**src/verilog/uiq_pkg.sv**
```systemverilog
// shared constants and types of the interpolated quadrature output block
package uiq_pkg;
  // ----------------------------------------
  // register bus
  // ----------------------------------------
  localparam int AXI_AW = 8;
  localparam logic [7:0] ADDR_CTRL = 8'h00;
  localparam logic [7:0] ADDR_STATUS = 8'h04;
  localparam logic [7:0] ADDR_IRQ_STAT = 8'h08;
  localparam logic [7:0] ADDR_IRQ_CLR = 8'h0c;
  localparam logic [7:0] ADDR_IRQ_EN = 8'h10;
  localparam logic [7:0] ADDR_POS = 8'h14;
  localparam logic [1:0] RESP_OKAY = 2'h0;
  localparam logic [1:0] RESP_SLVERR = 2'h2;
  // ----------------------------------------
  // control fields
  // ----------------------------------------
  localparam int CTRL_W = 5;
  localparam int CTRL_IP_LSB = 0;
  localparam int CTRL_FAST_BIT = 3;
  localparam int CTRL_EN_BIT = 4;
  localparam logic [4:0] CTRL_RST = 5'h10;
  localparam logic [2:0] IP_NONE = 3'h0;
  localparam logic [2:0] IP_X5 = 3'h1;
  localparam logic [2:0] IP_X10 = 3'h2;
  localparam logic [2:0] IP_X25 = 3'h3;
  localparam logic [2:0] IP_X50 = 3'h4;
  localparam logic [2:0] IP_X100 = 3'h5;
  // fine steps (quarter of one hundredth period) per output edge
  localparam logic [6:0] DIV_NONE = 7'h64;
  localparam logic [6:0] DIV_X5 = 7'h14;
  localparam logic [6:0] DIV_X10 = 7'h0a;
  localparam logic [6:0] DIV_X25 = 7'h04;
  localparam logic [6:0] DIV_X50 = 7'h02;
  localparam logic [6:0] DIV_X100 = 7'h01;
  // ----------------------------------------
  // interrupts
  // ----------------------------------------
  localparam int IRQ_W = 4;
  localparam int IRQ_FAULT = 0;
  localparam int IRQ_OVERSPEED = 1;
  localparam int IRQ_REF = 2;
  localparam int IRQ_PROG = 3;
  localparam logic [3:0] IRQ_EN_RST = 4'h0;
  // ----------------------------------------
  // timing
  // ----------------------------------------
  localparam int CLK_NS = 40;
  localparam int GAP_NONE_NS = 500;
  localparam int GAP_SLOW_NS = 250;
  localparam int GAP_FAST5_NS = 63;
  localparam int GAP_FAST_NS = 42;
  localparam logic [3:0] GAP_NONE_CYC = 4'((GAP_NONE_NS + CLK_NS - 1) / CLK_NS);
  localparam logic [3:0] GAP_SLOW_CYC = 4'((GAP_SLOW_NS + CLK_NS - 1) / CLK_NS);
  localparam logic [3:0] GAP_FAST5_CYC = 4'((GAP_FAST5_NS + CLK_NS - 1) / CLK_NS);
  localparam logic [3:0] GAP_FAST_CYC = 4'((GAP_FAST_NS + CLK_NS - 1) / CLK_NS);
  // ----------------------------------------
  // held steps and programming port
  // ----------------------------------------
  localparam int PEND_W = 12;
  localparam logic signed [11:0] PEND_MAX = 12'sh7ff;
  localparam logic signed [11:0] PEND_WARN = 12'sh010;
  localparam logic [2:0] PG_LAST_BIT = 3'h7;
  typedef enum logic [2:0] {
    PG_IDLE = 3'h1,
    PG_SHIFT = 3'h2,
    PG_ACK = 3'h4
  } uiq_pg_t;
endpackage

```
**src/verilog/uiq_pacer.sv**
```systemverilog
// edge pacer: gray-order quadrature stepping with a minimum edge gap
`timescale 1ns/1ns
module uiq_pacer (
  input wire logic aclk,
  input wire logic aresetn,
  input wire logic req,
  input wire logic dir_up,
  input wire logic [3:0] gap,
  output logic take,
  output logic [1:0] quad
);
  import uiq_pkg::*;

  logic [3:0] wait_q, wait_d;
  logic [1:0] quad_q, quad_d;

  // a leads b when moving up: 00 10 11 01
  function automatic logic [1:0] gray_next(input logic [1:0] q, input logic up);
    case ({up, q})
      3'b100: gray_next = 2'b10;
      3'b110: gray_next = 2'b11;
      3'b111: gray_next = 2'b01;
      3'b101: gray_next = 2'b00;
      3'b000: gray_next = 2'b01;
      3'b001: gray_next = 2'b11;
      3'b011: gray_next = 2'b10;
      default: gray_next = 2'b00;
    endcase
  endfunction

  always_comb begin
    take = req && (wait_q == 4'h0);
    quad_d = take ? gray_next(quad_q, dir_up) : quad_q;
    if (take) begin
      wait_d = gap - 4'h1;
    end else if (wait_q != 4'h0) begin
      wait_d = wait_q - 4'h1;
    end else begin
      wait_d = 4'h0;
    end
  end

  always_ff @(posedge aclk) begin
    if (!aresetn) begin
      wait_q <= 4'h0;
      quad_q <= 2'b00;
    end else begin
      wait_q <= wait_d;
      quad_q <= quad_d;
    end
  end

  assign quad = quad_q;

  // ----------------------------------------
  // checks
  // ----------------------------------------
  logic [4:0] since_q;
  logic [3:0] gap_last_q;
  logic seen_q;
  always_ff @(posedge aclk) begin
    if (!aresetn) begin
      since_q <= 5'h0;
      gap_last_q <= 4'h0;
      seen_q <= 1'b0;
    end else begin
      since_q <= take ? 5'h0 : (since_q == 5'h1f ? since_q : since_q + 5'h1);
      gap_last_q <= take ? gap : gap_last_q;
      seen_q <= seen_q | take;
    end
  end
endmodule

```
**src/verilog/uiq_top.sv**
```systemverilog
// interpolated quadrature output block with axi4-lite registers
//
// The AXI4-Lite slave port and the address map were decided locally.
`timescale 1ns/1ns
// ----------------------------------------
// Function
// - edge rate capped by selected frequency setting
// - interpolation none, 5, 10, 25, 50, 100
// - speed above limit flagged as overspeed
// - minimum gap enforced between successive output edges
// - ok-high fault line low when out of tolerance
// - fault given both true and complemented
// - two counting channels, complementary, quarter period apart
// - reference mark on its own complementary pair
// - square-wave outputs, interpolation up to hundredfold
// ----------------------------------------
module uiq_top (
  input wire logic aclk,
  input wire logic aresetn,
  input wire logic [uiq_pkg::AXI_AW-1:0] s_axi_awaddr,
  input wire logic s_axi_awvalid,
  output logic s_axi_awready,
  input wire logic [31:0] s_axi_wdata,
  input wire logic [3:0] s_axi_wstrb,
  input wire logic s_axi_wvalid,
  output logic s_axi_wready,
  output logic [1:0] s_axi_bresp,
  output logic s_axi_bvalid,
  input wire logic s_axi_bready,
  input wire logic [uiq_pkg::AXI_AW-1:0] s_axi_araddr,
  input wire logic s_axi_arvalid,
  output logic s_axi_arready,
  output logic [31:0] s_axi_rdata,
  output logic [1:0] s_axi_rresp,
  output logic s_axi_rvalid,
  input wire logic s_axi_rready,
  input wire logic fine_step,
  input wire logic fine_dir,
  input wire logic scan_ok,
  input wire logic ref_in,
  input wire logic prog_scl,
  input wire logic prog_sda_i,
  output logic prog_sda_o,
  output logic prog_sda_oe,
  output logic count_a_pos,
  output logic count_a_neg,
  output logic count_b_pos,
  output logic count_b_neg,
  output logic ref_mark_pos,
  output logic ref_mark_neg,
  output logic fault_true,
  output logic fault_inverted_ok_high,
  output logic irq
);
  import uiq_pkg::*;

  // ----------------------------------------
  // helpers
  // ----------------------------------------
  // out-of-range codes fall back to the coarsest setting
  function automatic logic [6:0] step_div(input logic [2:0] ip);
    case (ip)
      IP_X5: step_div = DIV_X5;
      IP_X10: step_div = DIV_X10;
      IP_X25: step_div = DIV_X25;
      IP_X50: step_div = DIV_X50;
      IP_X100: step_div = DIV_X100;
      default: step_div = DIV_NONE;
    endcase
  endfunction

  function automatic logic [3:0] gap_cycles(input logic [2:0] ip, input logic fast);
    if (ip == IP_NONE || ip > IP_X100) begin
      gap_cycles = GAP_NONE_CYC;
    end else if (!fast) begin
      gap_cycles = GAP_SLOW_CYC;
    end else if (ip == IP_X5) begin
      gap_cycles = GAP_FAST5_CYC;
    end else begin
      gap_cycles = GAP_FAST_CYC;
    end
  endfunction

  // ----------------------------------------
  // declarations
  // ----------------------------------------
  logic aw_have_q, aw_have_d, w_have_q, w_have_d;
  logic [7:0] aw_addr_q, aw_addr_d;
  logic [31:0] wdata_q, wdata_d;
  logic wstrb0_q, wstrb0_d;
  logic bvalid_q, bvalid_d;
  logic [1:0] bresp_q, bresp_d;
  logic rvalid_q, rvalid_d;
  logic [1:0] rresp_q, rresp_d;
  logic [31:0] rdata_q, rdata_d;
  logic wr_fire;
  logic [CTRL_W-1:0] ctrl_q, ctrl_d;
  logic [IRQ_W-1:0] irq_stat_q, irq_stat_d, irq_en_q, irq_en_d, irq_clr, ev;
  logic irq_q, irq_d;
  logic signed [7:0] presc_q, presc_d, presc_n, div_s;
  logic signed [11:0] pend_q, pend_d, pend_n, inc, dec;
  logic [15:0] pos_q, pos_d;
  logic ovs_q, ovs_d, fault_q, fault_d;
  logic take, en;
  logic [1:0] quad;
  logic [2:0] ip;
  uiq_pg_t pg_q, pg_d;
  logic [2:0] pg_cnt_q, pg_cnt_d;
  logic [7:0] pg_sh_q, pg_sh_d;
  logic scl_q, sda_q, pg_oe_q, pg_oe_d, pg_wr;
  logic scl_rise, pg_start;
  logic [6:0] out_q, out_d;

  assign ip = ctrl_q[CTRL_IP_LSB +: 3];
  assign en = ctrl_q[CTRL_EN_BIT];

  // ----------------------------------------
  // axi4-lite slave
  // ----------------------------------------
  always_comb begin
    s_axi_awready = !aw_have_q && !bvalid_q;
    s_axi_wready = !w_have_q && !bvalid_q;
    s_axi_arready = !rvalid_q;
    wr_fire = aw_have_q && w_have_q;
    aw_have_d = aw_have_q;
    aw_addr_d = aw_addr_q;
    w_have_d = w_have_q;
    wdata_d = wdata_q;
    wstrb0_d = wstrb0_q;
    bvalid_d = bvalid_q && !s_axi_bready;
    bresp_d = bresp_q;
    if (s_axi_awvalid && s_axi_awready) begin
      aw_have_d = 1'b1;
      aw_addr_d = s_axi_awaddr;
    end
    if (s_axi_wvalid && s_axi_wready) begin
      w_have_d = 1'b1;
      wdata_d = s_axi_wdata;
      wstrb0_d = s_axi_wstrb[0];
    end
    if (wr_fire) begin
      aw_have_d = 1'b0;
      w_have_d = 1'b0;
      bvalid_d = 1'b1;
      case (aw_addr_q)
        ADDR_CTRL, ADDR_STATUS, ADDR_IRQ_STAT, ADDR_IRQ_CLR, ADDR_IRQ_EN,
        ADDR_POS: bresp_d = RESP_OKAY;
        default: bresp_d = RESP_SLVERR;
      endcase
    end
    rvalid_d = rvalid_q && !s_axi_rready;
    rdata_d = rdata_q;
    rresp_d = rresp_q;
    if (s_axi_arvalid && s_axi_arready) begin
      rvalid_d = 1'b1;
      rresp_d = RESP_OKAY;
      case (s_axi_araddr)
        ADDR_CTRL: rdata_d = {27'h0, ctrl_q};
        ADDR_STATUS: rdata_d = {4'h0, pend_q, 10'h0, quad, 2'h0, ovs_q, fault_q};
        ADDR_IRQ_STAT: rdata_d = {28'h0, irq_stat_q};
        ADDR_IRQ_CLR: rdata_d = 32'h0;
        ADDR_IRQ_EN: rdata_d = {28'h0, irq_en_q};
        ADDR_POS: rdata_d = {16'h0, pos_q};
        default: begin
          rdata_d = 32'h0;
          rresp_d = RESP_SLVERR;
        end
      endcase
    end
  end

  always_ff @(posedge aclk) begin
    if (!aresetn) begin
      aw_have_q <= 1'b0;
      aw_addr_q <= 8'h0;
      w_have_q <= 1'b0;
      wdata_q <= 32'h0;
      wstrb0_q <= 1'b0;
      bvalid_q <= 1'b0;
      bresp_q <= RESP_OKAY;
      rvalid_q <= 1'b0;
      rdata_q <= 32'h0;
      rresp_q <= RESP_OKAY;
    end else begin
      aw_have_q <= aw_have_d;
      aw_addr_q <= aw_addr_d;
      w_have_q <= w_have_d;
      wdata_q <= wdata_d;
      wstrb0_q <= wstrb0_d;
      bvalid_q <= bvalid_d;
      bresp_q <= bresp_d;
      rvalid_q <= rvalid_d;
      rdata_q <= rdata_d;
      rresp_q <= rresp_d;
    end
  end

  assign s_axi_bvalid = bvalid_q;
  assign s_axi_bresp = bresp_q;
  assign s_axi_rvalid = rvalid_q;
  assign s_axi_rdata = rdata_q;
  assign s_axi_rresp = rresp_q;

  // ----------------------------------------
  // settings and interrupts
  // ----------------------------------------
  always_comb begin
    ctrl_d = ctrl_q;
    irq_en_d = irq_en_q;
    irq_clr = '0;
    // the bus write wins over a programming byte landing in the same cycle
    if (pg_wr) begin
      ctrl_d = pg_sh_q[CTRL_W-1:0];
    end
    if (wr_fire && wstrb0_q) begin
      case (aw_addr_q)
        ADDR_CTRL: ctrl_d = wdata_q[CTRL_W-1:0];
        ADDR_IRQ_EN: irq_en_d = wdata_q[IRQ_W-1:0];
        ADDR_IRQ_CLR: irq_clr = wdata_q[IRQ_W-1:0];
        default: ctrl_d = ctrl_d;
      endcase
    end
    ev = '0;
    ev[IRQ_FAULT] = fault_d && !fault_q;
    ev[IRQ_OVERSPEED] = ovs_d && !ovs_q;
    ev[IRQ_REF] = ref_in;
    ev[IRQ_PROG] = pg_wr;
    // a new event beats a clear in the same cycle
    irq_stat_d = (irq_stat_q & ~irq_clr) | ev;
    irq_d = |(irq_stat_d & irq_en_d);
  end

  always_ff @(posedge aclk) begin
    if (!aresetn) begin
      ctrl_q <= CTRL_RST;
      irq_en_q <= IRQ_EN_RST;
      irq_stat_q <= '0;
      irq_q <= 1'b0;
    end else begin
      ctrl_q <= ctrl_d;
      irq_en_q <= irq_en_d;
      irq_stat_q <= irq_stat_d;
      irq_q <= irq_d;
    end
  end

  assign irq = irq_q;

  // ----------------------------------------
  // step division and held steps
  // ----------------------------------------
  always_comb begin
    div_s = $signed({1'b0, step_div(ip)});
    presc_n = fine_dir ? presc_q + 8'sh01 : presc_q - 8'sh01;
    presc_d = presc_q;
    inc = 12'sh000;
    if (!en) begin
      presc_d = 8'sh00;
    end else if (fine_step) begin
      if (presc_n == div_s) begin
        presc_d = 8'sh00;
        inc = 12'sh001;
      end else if (presc_n == -div_s) begin
        presc_d = 8'sh00;
        inc = -12'sh001;
      end else begin
        presc_d = presc_n;
      end
    end
    dec = take ? ((pend_q > 12'sh000) ? 12'sh001 : -12'sh001) : 12'sh000;
    // steps beyond the held range are lost; overspeed already flagged by then
    if ((pend_q == PEND_MAX && inc > 12'sh000) || (pend_q == -PEND_MAX && inc < 12'sh000)) begin
      pend_n = pend_q - dec;
    end else begin
      pend_n = pend_q + inc - dec;
    end
    pend_d = en ? pend_n : 12'sh000;
    pos_d = take ? ((pend_q > 12'sh000) ? pos_q + 16'h1 : pos_q - 16'h1) : pos_q;
    ovs_d = (pend_d >= PEND_WARN) || (pend_d <= -PEND_WARN);
    fault_d = !scan_ok;
  end

  always_ff @(posedge aclk) begin
    if (!aresetn) begin
      presc_q <= 8'sh00;
      pend_q <= 12'sh000;
      pos_q <= 16'h0;
      ovs_q <= 1'b0;
      fault_q <= 1'b1;
    end else begin
      presc_q <= presc_d;
      pend_q <= pend_d;
      pos_q <= pos_d;
      ovs_q <= ovs_d;
      fault_q <= fault_d;
    end
  end

  uiq_pacer u_pacer (
    .aclk(aclk),
    .aresetn(aresetn),
    .req(en && pend_q != 12'sh000),
    .dir_up(pend_q > 12'sh000),
    .gap(gap_cycles(ip, ctrl_q[CTRL_FAST_BIT])),
    .take(take),
    .quad(quad)
  );

  // ----------------------------------------
  // programming port
  // ----------------------------------------
  always_comb begin
    scl_rise = prog_scl && !scl_q;
    pg_start = prog_scl && scl_q && sda_q && !prog_sda_i;
    pg_d = pg_q;
    pg_cnt_d = pg_cnt_q;
    pg_sh_d = pg_sh_q;
    pg_wr = 1'b0;
    case (pg_q)
      PG_IDLE: begin
        if (pg_start) begin
          pg_d = PG_SHIFT;
          pg_cnt_d = 3'h0;
        end
      end
      PG_SHIFT: begin
        if (pg_start) begin
          pg_cnt_d = 3'h0;
        end else if (scl_rise) begin
          pg_sh_d = {pg_sh_q[6:0], prog_sda_i};
          pg_cnt_d = pg_cnt_q + 3'h1;
          if (pg_cnt_q == PG_LAST_BIT) begin
            pg_d = PG_ACK;
          end
        end
      end
      PG_ACK: begin
        pg_wr = 1'b1;
        pg_d = PG_IDLE;
      end
      default: pg_d = PG_IDLE;
    endcase
    // acknowledge is held low from the byte's end to the next clock rise
    pg_oe_d = (pg_d == PG_ACK) || (pg_oe_q && !scl_rise);
  end

  always_ff @(posedge aclk) begin
    if (!aresetn) begin
      pg_q <= PG_IDLE;
      pg_cnt_q <= 3'h0;
      pg_sh_q <= 8'h0;
      scl_q <= 1'b1;
      sda_q <= 1'b1;
      pg_oe_q <= 1'b0;
    end else begin
      pg_q <= pg_d;
      pg_cnt_q <= pg_cnt_d;
      pg_sh_q <= pg_sh_d;
      scl_q <= prog_scl;
      sda_q <= prog_sda_i;
      pg_oe_q <= pg_oe_d;
    end
  end

  assign prog_sda_o = 1'b0;
  assign prog_sda_oe = pg_oe_q;

  // ----------------------------------------
  // line drivers
  // ----------------------------------------
  always_comb begin
    out_d[0] = quad[1];
    out_d[1] = quad[0];
    out_d[2] = ref_in;
    out_d[3] = !scan_ok;
    out_d[6:4] = 3'h0;
  end

  always_ff @(posedge aclk) begin
    if (!aresetn) begin
      out_q <= 7'h08;
    end else begin
      out_q <= out_d;
    end
  end

  assign count_a_pos = out_q[0];
  assign count_a_neg = !out_q[0];
  assign count_b_pos = out_q[1];
  assign count_b_neg = !out_q[1];
  assign ref_mark_pos = out_q[2];
  assign ref_mark_neg = !out_q[2];
  assign fault_true = out_q[3];
  assign fault_inverted_ok_high = !out_q[3];
endmodule

```
**config.mk**
```make
export PLATFORM = sky130hd
export DESIGN_NAME = uiq_top
export DESIGN_NICKNAME = d
export VERILOG_FILES = /design/src/verilog/uiq_pkg.sv /design/src/verilog/uiq_pacer.sv /design/src/verilog/uiq_top.sv
export SDC_FILE = /design/constraint.sdc
export NUM_CORES = 1
export LEC_CHECK = 0
export ABC_CLOCK_PERIOD_IN_PS = 7700
export BUFFER_PORTS_ARGS = -buffer_cell sky130_fd_sc_hd__buf_2
export CORE_ASPECT_RATIO = 1.5
export CORE_MARGIN = 8
export CORE_UTILIZATION = 30
export CTS_BUF_LIST = sky130_fd_sc_hd__clkbuf_16
export DETAILED_ROUTE_END_ITERATION = 10
export SKIP_CTS_REPAIR_TIMING = 1
export SYNTH_ARGS = -nofsm -noshare
export SYNTH_HDL_FRONTEND = slang
export SYNTH_SLANG_ARGS = --single-unit
```
**constraint.sdc**
```tcl
create_clock -name aclk -period 7.7 [get_ports aclk]
set_clock_uncertainty 0.05 [all_clocks]
set_input_delay 0.77 -clock aclk [delete_from_list [all_inputs] [get_ports aclk]]
set_output_delay 0.77 -clock aclk [all_outputs]
set_load 0.02 [all_outputs]
```
## Word level (Yosys, flattened, before mapping)

Index checks and enable logic that the tools add are counted.

| storage, ports and cells | value |
|---|---|
| register bits | 130 |
| input port bits | 65 |
| word-level logic and storage cells | 180 |
| output and inout bits | 52 |

| operators by class | value |
|---|---|
| bitwise gates (word level) | 6 |
| add/subtract/negate cells | 11 |
| equality and inequality tests | 31 |
| magnitude comparators | 6 |
| muxes and demuxes | 40 |
| reduce and logical (&&, ||, !) cells | 58 |

Operators by type and width:

| cell | number |
|---|---|
| $pmux 28 s5 | 1 |
| $mux 12 | 8 |
| $pmux 7 s5 | 1 |
| $eq 8x4->1 const B | 4 |
| $eq 8x5->1 const B | 4 |
| $mux 4 | 7 |
| $eq 12x12->1 const B | 2 |
| $eq 3x3->1 const B | 8 |
| $gt 12x1->1 const B | 2 |
| $mux 3 | 8 |
| $mux 8 | 3 |
| $sub 12x12->12 | 2 |
| $logic_and 1x1->1 | 20 |
| $add 16x1->16 const B | 1 |
| $eq 8x3->1 const B | 2 |
| $eq 8x8->1 | 2 |
| $logic_not 1->1 | 16 |
| $logic_not 8->1 | 2 |
| $mux 16 | 1 |
| $sub 16x1->16 const B | 1 |
| $mux 5 | 3 |
| $add 12x12->12 | 1 |
| $eq 3x2->1 const B | 4 |
| $ge 12x6->1 const B | 1 |
| 30 further kinds | 48 |

## Longest topological paths before layout

Gate-level depths: netlist of run 1.

| logic depth | value |
|---|---|
| depth in word-level cells | 19 |
| mapped depth | 28 |
| gate-level depth less buffers | 26 |

## Hierarchy

Synthesis of run 1 repeated with hierarchy kept, for this count alone.

| unflattened totals | value |
|---|---|
| cell total of the unflattened synthesis | 939 |
| area, all modules | 7,905.1 sq um |

By module, submodules not included:

| module | times used | cells each | area an instance (sq um) |
|---|---|---|---|
| uiq_top | 1 | 904 | 7,571.0 |
| uiq_pacer | 1 | 35 | 334.1 |

## Least setup slack after synthesis of run 1

OpenSTA, ideal clock, no wires.

| timing path | value |
|---|---|
| path type | input port to flip-flop |
| start | input fine_dir |
| end | register irq_stat_q[1] |
| path slack | 1.192 ns |
| required time | 7.531 ns |
| path buffers | 0 |
| arrival time | 6.340 ns |
| setup time | 0.119 ns |
| cell stages on the path | 20 |
| cells stage by stage | inv_1 > fa_1 > a211o_1 > a2111o_1 > a311o_1 > and2_1 > nor3_1 > nand3_1 > fa_1 > inv_1 > ha_1 > nor2b_1 > o2111a_1 > o311a_1 > or3_1 > a2111o_1 > o41ai_1 > mux2i_1 > a31oi_1 > a21oi_2 |

| between the ends | value |
|---|---|
| longest elaborated chain between the ends | 15 |
| elaborated cells between the ends (all ways) | 21 |

RTL lines:

| item | RTL line | source |
|---|---|---|
| start, declared | uiq_top.sv:38 | `input wire logic fine_dir,` |
| $mux 8 (*) | uiq_top.sv:254 | `presc_n = fine_dir ? presc_q + 8'sh01 : presc_q - 8'sh01;` |
| $eq 8x8->1 | uiq_top.sv:263 | `end else if (presc_n == -div_s) begin` |
| $mux 12 | uiq_top.sv:263 |  |
| $mux 12 (*) | uiq_top.sv:260 | `if (presc_n == div_s) begin` |
| $mux 12 (*) | uiq_top.sv:259 | `end else if (fine_step) begin` |
| $mux 12 (*) | uiq_top.sv:257 | `if (!en) begin` |
| parallel branches: the longest is 3 deep, another holds $add 12x12->12 | -- |  |
| $mux 12 (*) | uiq_top.sv:272 | `if ((pend_q == PEND_MAX && inc > 12'sh000) \|\| (pend_q == -PEND_MAX && inc < 12'sh000)) begin` |
| $mux 12 (*) | uiq_top.sv:277 | `pend_d = en ? pend_n : 12'sh000;` |
| $ge 12x6->1 / $le 12x5->1 (equally long branches) | uiq_top.sv:279 | `ovs_d = (pend_d >= PEND_WARN) \|\| (pend_d <= -PEND_WARN);` |
| $logic_or 1x1->1 (*) | uiq_top.sv:279 |  |
| $logic_and 1x1->1 (*) | uiq_top.sv:225 | `ev[IRQ_OVERSPEED] = ovs_d && !ovs_q;` |
| $or 4x4->4 (*) | uiq_top.sv:229 | `irq_stat_d = (irq_stat_q & ~irq_clr) \| ev;` |
| end signal, assigned | uiq_top.sv:242 | `irq_stat_q <= irq_stat_d;` |
| end, declared | uiq_top.sv:98 | `logic [IRQ_W-1:0] irq_stat_q, irq_stat_d, irq_en_q, irq_en_d, irq_clr, ev;` |

Mark *: on every way between the ends.
A chain may end at the register's enable or synchronous reset.

## Worst setup path in the final report of run 1

Ends and elaborated chain as after synthesis.

==> out/metrics.csv, run 1 <==
metric,value,unit
outcome,"finished, final reports clean",
Hold WC Path Type,flop to flop,
# diodes,0,
vias in the first global route,7133,
Worst Hold End,aw_addr_q[5],
Synth Area per Inst,8.23,um^2
flop2flop setup slack,1.16,ns
drc violations,0,
Lkg Pwr,0.00394,uW
TNS Setup,0,ns
layout cells sized above 1,14.8,%
fin area,9370,um^2
GP Congestion,0.874,
fillcell total,2733,
ys async rst share,0,%
DRT iter0 DRCs,337,
Area growth syn-to-layout,15.6,%
post-synth cell types,90,
CTS Buf Count,17,
first-pass GRT wire length,35.6,mm
"Max FO, Critical Path",8,
post-place instance area,8760,um^2
Worst Path Buf+Inv,4,
CTS tree,done,
initial antenna violation count,1,
top_reg_cell synth,dfxtp_1,
Worst-path clk slew,0.06,ns
pin count of the biggest net entering global routing,88,
Max Clock Freq,152,MHz
mapped cell area,8100,um^2
DR WL/cell,15.6,um
final setup fails,0,
final period utilization,85.3,%
worst setup path class,primary input to flop,
ANT nets after route,0,
area of the multi-input gates,5170,um^2
Register Area,2460,um^2
Vias/cell,5.20,
startpoint types,primary input,
routed wire length,21.8,mm
max cap viols,0,
Yosys reg bits,123,
Via Count,7277,
CP endpoint kind,flop,
worst path required time,7.95,ns
chip height,217,um
Max-Slew Margin vs Limit,36.4,%
Post-synth EDFFs,0,
min cycle time layout,6.57,ns
CTS sink count,123,
worst hold path depth,2,
Cell Pwr Density,419,nW/um^2
initial cell density of the core,30.5,%
IO Count,117,
clock root buffer,clkbuf_16,
Rows,73,
clk buf depth,2,
Overall Global Routing Usage,13.4,%
PortBufs,79,
Max IR drop VDD,0.000162,V
Reg2Reg Depth,26,
pin slew with the least headroom to its limit,0.954,ns
max incr delay on CP,0.43,ns
Post-Syn Instances,984,
Worst-Skew Late Latency,0.42,ns
"Hold Vio Cnt, Final",0,
H-tree depth,4,
"Arr. time, crit path",6.82,ns
DR pass1 iterations,5,
"CP delay by family, top",compound AO/OA/AOI/OAI gates,
Post-DP HPWL,16.4,mm
CP max stage cell,a2111o_1,
FF-to-FF Start,ctrl_q[1],
fin. max-slew vios,0,
DIE AREA,32600,um^2
Total Nets Final,1176,
"Remaining Overflow, GRT",0,
total core area,26600,um^2
worst flop-to-flop path endpoint,irq_stat_q[1],
RSZ-0062 raised after global routing,false,
Die X-Extent,150,um
sequential cell area fraction in the yosys report,30.4,%
Worst Hold Launch,aw_addr_q[5],
YS warnings,0,
logic make-up after synthesis:
family                     count (synthesis)  share of synthesized area, %
muxes                                     33                          4.12
DFF                                      123                          30.4
adders and majority gates                 62                          10.9
other                                      1                        0.0463
and+or+nand+nor                          367                          22.2
xor gates and xnor gates                  33                          3.98
buffers and inverters                    113                          6.07
AOI/OAI and AO/OA                        252                          22.3
state kept, by name (all words and copies together) (netlist names), 2 cells and up:
| name | count |
|---|---|
| s_axi_rdata | 28 |
| pos_q | 16 |
| pend_q | 12 |
| aw_addr_q | 8 |
| presc_q | 8 |
| ctrl_q | 5 |
| pg_sh_q | 5 |
| wdata_q | 5 |
| irq_en_q | 4 |
| irq_stat_q | 4 |
| u_pacer.wait_q | 4 |
| out_q | 3 |
| pg_cnt_q | 3 |
| pg_q | 3 |
| u_pacer.quad | 2 |
how the worst max path moves through the flow:
stage	startpoint	endpoint	slack [ns]	depth (start not counted)
6_report	fine_dir	irq_stat_q[1]	1.13	25
4_1_cts	fine_dir	irq_stat_q[1]	1.14	25
3_5_place_dp	fine_dir	irq_stat_q[1]	0.78	25
3_3_place_gp	fine_dir	irq_stat_q[1]	0.78	24
5_1_grt	ctrl_q[1]	irq_stat_q[1]	0.68	25
2_1_floorplan	fine_dir	irq_stat_q[1]	1.19	20
layer usage:
metal / GRT usage [%] / vias up / wire length [um]
met5: 0 / - / 13
met4: 5.25 / 2 / 468
met3: 2.70 / 32 / 920
met2: 25.5 / 157 / 11800
met1: 13.9 / 3429 / 8600
li1: - / 3657 / -
tightest hold or removal path, cell delays in order (launching register included):
cell	delay, ns
dfxtp_1	0.30
nand2_1	0.05
a21oi_1	0.06
Yosys cell counts (12+ instances only):
cell type / n / area (um^2)
a211oi_1: 17 / 128
xnor2_1: 22 / 193
fa_1: 14 / 280
nand2_1: 89 / 334
nor2_1: 110 / 413
clkbuf_1: 32 / 120
o21ai_0: 27 / 135
nand2b_1: 20 / 125
a22oi_1: 29 / 218
and2_1: 14 / 87.6
ha_1: 48 / 601
mux2i_1: 30 / 300
a21oi_1: 73 / 365
nand4_1: 12 / 75.1
dfxtp_1: 123 / 2460
nand3_1: 28 / 140
inv_1: 63 / 236
nor3_1: 24 / 120
layout make-up:
type	count	area share, %
timing repair buffer	89	5.02
inverter	64	2.56
multi-input combinational	754	55.2
clock buffer	17	4.54
tap	337	4.50
clock inverter	15	1.88
sequential	123	26.3
where the power goes:
| part | leakage [uW] | internal [uW] | total, uW | switching [uW] |
|---|---|---|---|---|
| registers | 0.00101 | 739 | 867 | 129 |
| clock network | 0.000278 | 507 | 815 | 308 |
| logic | 0.00266 | 930 | 2240 | 1310 |
per-stage QoR:
step / instances / utilization [%] / setup slack [ns] / power (uW) / hold slack (ns)
detailed placement: 1367 / 33.0 / 0.780 / 3100 / 0.400
finish: 1399 / 35.2 / 1.13 / 3930 / 0.406
CTS: 1399 / 35.2 / 1.14 / 3940 / 0.408
global route: 1399 / 35.2 / 0.675 / 4240 / 0.431
floorplan: 990 / - / 1.19 / 2600 / 0.381
global placement: 1367 / 33.0 / 0.783 / 3080 / 0.389
layout by cell type, fill, tap and decap left out, types with 5 or more instances in the layout:
cell type / n
a211oi_1: 17
dfxtp_1: 123
and2_1: 14
xnor2_1: 22
clkbuf_16: 17
mux2i_1: 30
or3_1: 6
or2_2: 5
and3_1: 6
nand2b_1: 20
or4_1: 5
nand3_1: 28
o2111ai_1: 7
nor2_1: 110
o211ai_1: 8
o21a_1: 8
a21o_1: 10
xor2_1: 9
nand4_1: 12
a22oi_1: 29
conb_1: 7
clkinvlp_4: 5
buf_4: 10
nor2b_1: 10
fa_1: 14
buf_2: 79
ha_1: 48
inv_1: 63
nor4_1: 7
nor3_1: 24
a21oi_1: 73
o22ai_1: 7
o21ai_0: 26
nand2_1: 89
a2111o_1: 5
a31oi_1: 6
nand3b_1: 6
Note: power is estimated with default switching activity, not from simulation.
==> inputs of run 2 (changes only) <==
--- a/config.mk
+++ b/config.mk
@@ -5,7 +5,7 @@
 export SDC_FILE = /design/constraint.sdc
 export NUM_CORES = 1
 export LEC_CHECK = 0
-export ABC_CLOCK_PERIOD_IN_PS = 7700
+export ABC_CLOCK_PERIOD_IN_PS = 6790
 export BUFFER_PORTS_ARGS = -buffer_cell sky130_fd_sc_hd__buf_2
 export CORE_ASPECT_RATIO = 1.5
 export CORE_MARGIN = 8
==> constraint.sdc (replaced) <==
create_clock -name aclk -period 6.79 [get_ports aclk]
set_clock_uncertainty 0.05 [all_clocks]
set_input_delay 0.679 -clock aclk [delete_from_list [all_inputs] [get_ports aclk]]
set_output_delay 0.679 -clock aclk [all_outputs]
set_load 0.02 [all_outputs]
==> run 2 against run 1 <==
Against the previous run:
- sequential share of layout area down 0.085 points
- global-route usage about the same
- combinational power up 15%
- worst hold slack worse by 0.017 ns
- design area up 0.37%
- die area unchanged
- cell count up 0.50%
- critical path depth up 1
- clock-buffer cell count unchanged
- clock power up 11%
- first-iteration DRC count down 10%
- critical path type unchanged
==> out/metrics.csv, run 2 (same netlist as run 1, synthesis figures left out) <==
metric,value,unit,change
vias in the first global route,7236,,+1.4%
layout cells sized above 1,15.1,%,+0.28 points
"Remaining Overflow, GRT",0,,unchanged
switching power,1980,uW,+13%
Worst Hold Launch,scan_ok,,
worst path required time,7.05,ns,-0.90 ns
clk buf depth,2,,unchanged
Hold WC Path Type,primary input to flop,,
max incr delay on CP,0.43,ns,about the same
Max IR drop VDD,0.000224,V,+38%
Lkg Pwr,0.00397,uW,+0.83%
clock root buffer,clkbuf_16,,
CP endpoint kind,flop,,
FF-to-FF Start,ctrl_q[1],,
Pint,2470,uW,+14%
DR pass1 iterations,5,,unchanged
fin area,9400,um^2,+0.37%
Final Total Pwr,4450,uW,+13%
Worst Hold End,fault_q,,
min cycle time layout,6.33,ns,
total core area,26600,um^2,unchanged
Rows,73,,unchanged
most frequent cells in the layout,"dfxtp_1 (122), nor2_1 (110), nand2_1 (89)",,
Worst-Skew Late Latency,0.42,ns,about the same
Cell Pwr Density,474,nW/um^2,+13%
ANT nets after route,0,,unchanged
Register Area,2460,um^2,about the same
Sw Share,44.6,%,about the same
Post-DP HPWL,16.5,mm,+0.56%
flop2flop setup slack,0.48,ns,-0.68 ns
DR WL/cell,15.5,um,-0.56%
max cap viols,0,,unchanged
crit path launch,fine_dir,,
chip height,217,um,unchanged
non-filler instance count after layout,1406,,+0.50%
placed instance count,1374,,+0.51%
outcome,"finished, final reports clean",,
initial cell density of the core,30.5,%,unchanged
fillcell total,2739,,+0.22%
first-pass GRT wire length,35.6,mm,+0.21%
routed wire length,21.7,mm,about the same
combinational share of power,57.7,%,+0.5 points
Worst Path Buf+Inv,5,,+1
worst flop-to-flop path endpoint,irq_stat_q[1],,
sequential power share,22.1,%,about the same
fin. max-slew vios,0,,unchanged
RSZ-0062 raised after global routing,false,,
CP max stage cell,a2111o_1,,
initial antenna violation count,1,,unchanged
final setup fails,0,,unchanged
clock power share,20.2,%,-0.6 points
CTS Buf Count,17,,unchanged
H-tree depth,4,,unchanged
"CP delay by family, top",compound AO/OA/AOI/OAI gates,,
Total Nets Final,1183,,+0.60%
"most common cell after layout, fill and taps aside",dfxtp_1,,
TNS Setup,0,ns,unchanged
post-place instance area,8820,um^2,+0.60%
drc violations,0,,unchanged
Worst-path clk slew,0.05,ns,about the same
startpoint types,primary input,,
area of the multi-input gates,5170,um^2,unchanged
Die X-Extent,150,um,unchanged
CTS tree,done,,
"Max FO, Critical Path",7,,-1
Overall Global Routing Usage,13.5,%,+0.049 points
"Hold Vio Cnt, Final",0,,unchanged
Area growth syn-to-layout,16.0,%,
Via Count,7276,,-0.014%
final period utilization,93.2,%,
"Arr. time, crit path",6.59,ns,-0.23 ns
pin slew with the least headroom to its limit,0.892,ns,-0.0618 ns
worst setup path class,primary input to flop,,
GP Congestion,0.871,,-0.39%
max FFs per register,28,,unchanged
Max-Slew Margin vs Limit,40.3,%,+3.9 points
CTS sink count,123,,unchanged
PortBufs,79,,unchanged
worst hold path depth,2,,unchanged
Vias/cell,5.17,,-0.51%
DRT iter0 DRCs,302,,-10%
# diodes,0,,unchanged
Max Clock Freq,158,MHz,
IO Count,117,,unchanged
DIE AREA,32600,um^2,unchanged
Reg2Reg Depth,26,,unchanged
pin count of the biggest net entering global routing,77,,-13%
[run 2: metal layers]
| metal | vias to the layer above | track usage (%) | part of all wire (%) |
|---|---|---|---|
| li1 | 3681 | - | - |
| met1 | 3414 | 13.9 | 40 |
| met2 | 139 | 25.4 | 53 |
| met3 | 40 | 2.35 | 4.0 |
| met4 | 2 | 6.52 | 3.1 |
| met5 | - | 0 | 0.060 |
[run 2: through the flow]
step                      setup slack, ns  hold slack, ns  utilization, %
after floorplan                     0.373           0.381               -
after global placement             0.0902           0.389            33.2
after detailed placement           0.0833           0.395            33.2
after CTS                           0.369           0.366            35.4
after global routing               0.0734           0.387            35.4
final                               0.460           0.389            35.4
[run 2: cell type report]
type,instances,area share [%]
clock buffers,17,4.52
multi-input cells,754,55.0
flip-flops and latches,123,26.2
repair buffers,96,5.56
well taps,337,4.48
clock inverters,15,1.68
inverters,64,2.56
[run 2: how the worst max path moves through the flow]
stage | cells after the start | slack (ns) | to
final | 26 | 0.46 | irq_stat_q[1]
after global routing | 26 | 0.07 | irq_stat_q[1]
after CTS | 26 | 0.37 | irq_stat_q[1]
after detailed placement | 26 | 0.08 | irq_stat_q[1]
after global placement | 26 | 0.09 | irq_stat_q[1]
after floorplan | 20 | 0.37 | irq_stat_q[1]
[run 2: power by group through the flow]
stage	Combinational [uW]	Sequential (uW)	Clock, uW
detailed placement	2560	999	0
global route	2890	999	949
floorplan	2010	936	0
finish	2570	986	901
CTS	2580	984	922
global placement	2520	999	0
==> inputs of run 3 (changes only) <==
--- a/config.mk
+++ b/config.mk
@@ -7,11 +7,13 @@
 export LEC_CHECK = 0
 export ABC_CLOCK_PERIOD_IN_PS = 6790
 export BUFFER_PORTS_ARGS = -buffer_cell sky130_fd_sc_hd__buf_2
+export CAP_MARGIN = 30
 export CORE_ASPECT_RATIO = 1.5
 export CORE_MARGIN = 8
 export CORE_UTILIZATION = 30
-export CTS_BUF_LIST = sky130_fd_sc_hd__clkbuf_16
+export CTS_BUF_LIST = sky130_fd_sc_hd__clkbuf_2 sky130_fd_sc_hd__clkbuf_4 sky130_fd_sc_hd__clkbuf_8
 export DETAILED_ROUTE_END_ITERATION = 10
+export RECOVER_POWER = 100
 export SKIP_CTS_REPAIR_TIMING = 1
 export SYNTH_ARGS = -nofsm -noshare
 export SYNTH_HDL_FRONTEND = slang
==> run 3 against run 2 <==
Against the previous run:
- cell count is essentially flat
- global-route usage down 0.16 points
- power down 4.6%
- worst hold slack got worse by 0.023 ns
- sequential share of layout area up 0.60 points
- maximum frequency rose by 0.41%
- combinational power about the same
- register-to-register slack about the same
- clock-buffer cell count up 5
- design area shrank 2.2%
- highest routed layer unchanged
==> out/metrics.csv, run 3 (same netlist as run 1, synthesis figures left out) <==
metric,value,unit,change
chip height,217,um,unchanged
first-pass GRT wire length,35.4,mm,-0.74%
CP max stage cell,a2111o_1,,
PortBufs,79,,unchanged
GP Congestion,0.871,,unchanged
combinational share of power,60.3,%,+2.6 points
initial cell density of the core,30.5,%,unchanged
CTS tree,done,,
"Max FO, Critical Path",7,,unchanged
worst setup path class,primary input to flop,,
switching power,1950,uW,-1.8%
IO Count,117,,unchanged
Max IR drop VDD,0.000146,V,-35%
Max Clock Freq,159,MHz,+0.41%
TNS Setup,0,ns,unchanged
"Arr. time, crit path",6.58,ns,about the same
DRT iter0 DRCs,318,,+5.3%
max cap viols,0,,unchanged
Worst Path Buf+Inv,5,,unchanged
max FFs per register,28,,unchanged
pin slew with the least headroom to its limit,1.16,ns,+0.268 ns
sequential power share,23.2,%,+1.1 points
fillcell total,2777,,+1.4%
"most common cell after layout, fill and taps aside",dfxtp_1,,
clock power share,16.6,%,-3.6 points
"Hold Vio Cnt, Final",0,,unchanged
outcome,"finished, final reports clean",,
Worst-Skew Late Latency,0.43,ns,about the same
Max-Slew Margin vs Limit,22.7,%,-18 points
CP endpoint kind,flop,,
final setup fails,0,,unchanged
CTS sink count,123,,unchanged
vias in the first global route,7210,,-0.36%
Area growth syn-to-layout,13.4,%,
final setup margin,0.486,ns,+0.0257 ns
Via Count,7284,,+0.11%
initial antenna violation count,2,,+1
CTS Buf Count,17,,unchanged
Hold WC Path Type,primary input to flop,,
most frequent cells in the layout,"dfxtp_1 (122), nor2_1 (110), nand2_1 (89)",,
max incr delay on CP,0.44,ns,about the same
"Remaining Overflow, GRT",0,,unchanged
layout cells sized above 1,10.9,%,-4.2 points
routed wire length,21.6,mm,-0.65%
DR WL/cell,15.4,um,-0.72%
clock root buffer,clkbuf_8,,
pre-CTS setup slack,0.0833,ns,unchanged
Final Util,34.6,%,-0.80 points
RSZ-0062 raised after global routing,false,,
worst path required time,7.07,ns,+0.02 ns
Lkg Pwr,0.00372,uW,-6.4%
"CP delay by family, top",compound AO/OA/AOI/OAI gates,,
Worst-path clk slew,0.07,ns,+0.02 ns
min cycle time layout,6.30,ns,-0.0257 ns
Post-DP HPWL,16.5,mm,unchanged
fin. max-slew vios,0,,unchanged
ANT nets after route,0,,unchanged
Rows,73,,unchanged
H-tree depth,4,,unchanged
clk buf depth,2,,unchanged
Vias/cell,5.18,,about the same
DR pass1 iterations,5,,unchanged
drc violations,0,,unchanged
pin count of the biggest net entering global routing,77,,unchanged
Cell Pwr Density,462,nW/um^2,-2.5%
Total Nets Final,1183,,unchanged
Overall Global Routing Usage,13.3,%,-0.16 points
Pint,2300,uW,-7.0%
Sw Share,45.9,%,+1.3 points
DIE AREA,32600,um^2,unchanged
total core area,26600,um^2,unchanged
Die X-Extent,150,um,unchanged
final period utilization,92.8,%,-0.38 points
startpoint types,primary input,,
==> run 3: changes by cell type in the layout (fill, tap and decap cells not counted), moves of 3 or more <==
cell / before / now
clkinv_1: 4 / 0
and2_1: 14 / 11
clkbuf_1: 0 / 49
clkbuf_16: 17 / 0
and2_0: 0 / 3
clkbuf_8: 0 / 21
buf_2: 79 / 32
==> run 3: worst paths after layout <==
check	start	to	slack (ns)	cells past startpoint
max reg2reg	ctrl_q[1]	irq_stat_q[1]	0.49	27
min reg2reg	aw_addr_q[0]	aw_addr_q[0]	0.40	2
max	fine_dir	irq_stat_q[1]	0.49	26
min	scan_ok	fault_q	0.37	2
==> run 3: worst reg2reg max path, stage by stage (launching register included) <==
cell,delay (ns)
dfxtp_2,0.46
inv_1,0.11
ha_1,0.53
nor2_1,0.12
nand2_1,0.09
ha_1,0.17
nand2_1,0.08
and3_2,0.22
a311o_1,0.33
and2_0,0.19
nor3_1,0.26
buf_4,0.17
nor2_1,0.04
or2_2,0.26
ha_1,0.27
inv_1,0.04
ha_1,0.20
inv_1,0.08
fa_1,0.20
nor2b_1,0.07
o2111a_1,0.25
o311a_1,0.41
or3_1,0.37
a2111o_1,0.44
o41ai_1,0.31
mux2i_1,0.18
a31oi_1,0.23
a21oi_2,0.07
==> run 3: metal layers <==
layer / track usage [%] / vias to the layer above / wire, um
met3: 2.22 / 34 / 784
li1: - / 3671 / -
met1: 13.8 / 3450 / 8650
met5: 0 / - / 13
met4: 5.85 / 2 / 575
met2: 25.4 / 127 / 11600
==> run 3: per-stage QoR <==
step	hold slack [ns]	instance area [um^2]	total power, uW	instances
2_1_floorplan	0.381	8120	2950	990
3_3_place_gp	0.389	8820	3520	1374
3_5_place_dp	0.395	8820	3560	1374
4_1_cts	0.336	9250	4280	1406
5_1_grt	0.352	9190	4640	1407
6_report	0.367	9190	4250	1407
==> run 3: power by group through the flow <==
| stage | logic [uW] | registers (uW) | clock network, uW |
|---|---|---|---|
| after global placement | 2520 | 999 | 0 |
| after CTS | 2580 | 983 | 726 |
| after global routing | 2880 | 998 | 754 |
| final | 2560 | 984 | 704 |
| after detailed placement | 2560 | 999 | 0 |
| after floorplan | 2010 | 936 | 0 |
==> run 3: cell type report <==
class | count | area [um^2] | area share, %
clock inverter | 10 | 139 | 1.51
inverter | 64 | 240 | 2.61
clock buffer | 22 | 297 | 3.23
tap | 337 | 422 | 4.59
timing repair buffer | 96 | 457 | 4.97
sequential | 123 | 2460 | 26.8
multi-input combinational | 754 | 5170 | 56.3
antenna | 1 | 2.50 | 0.0272
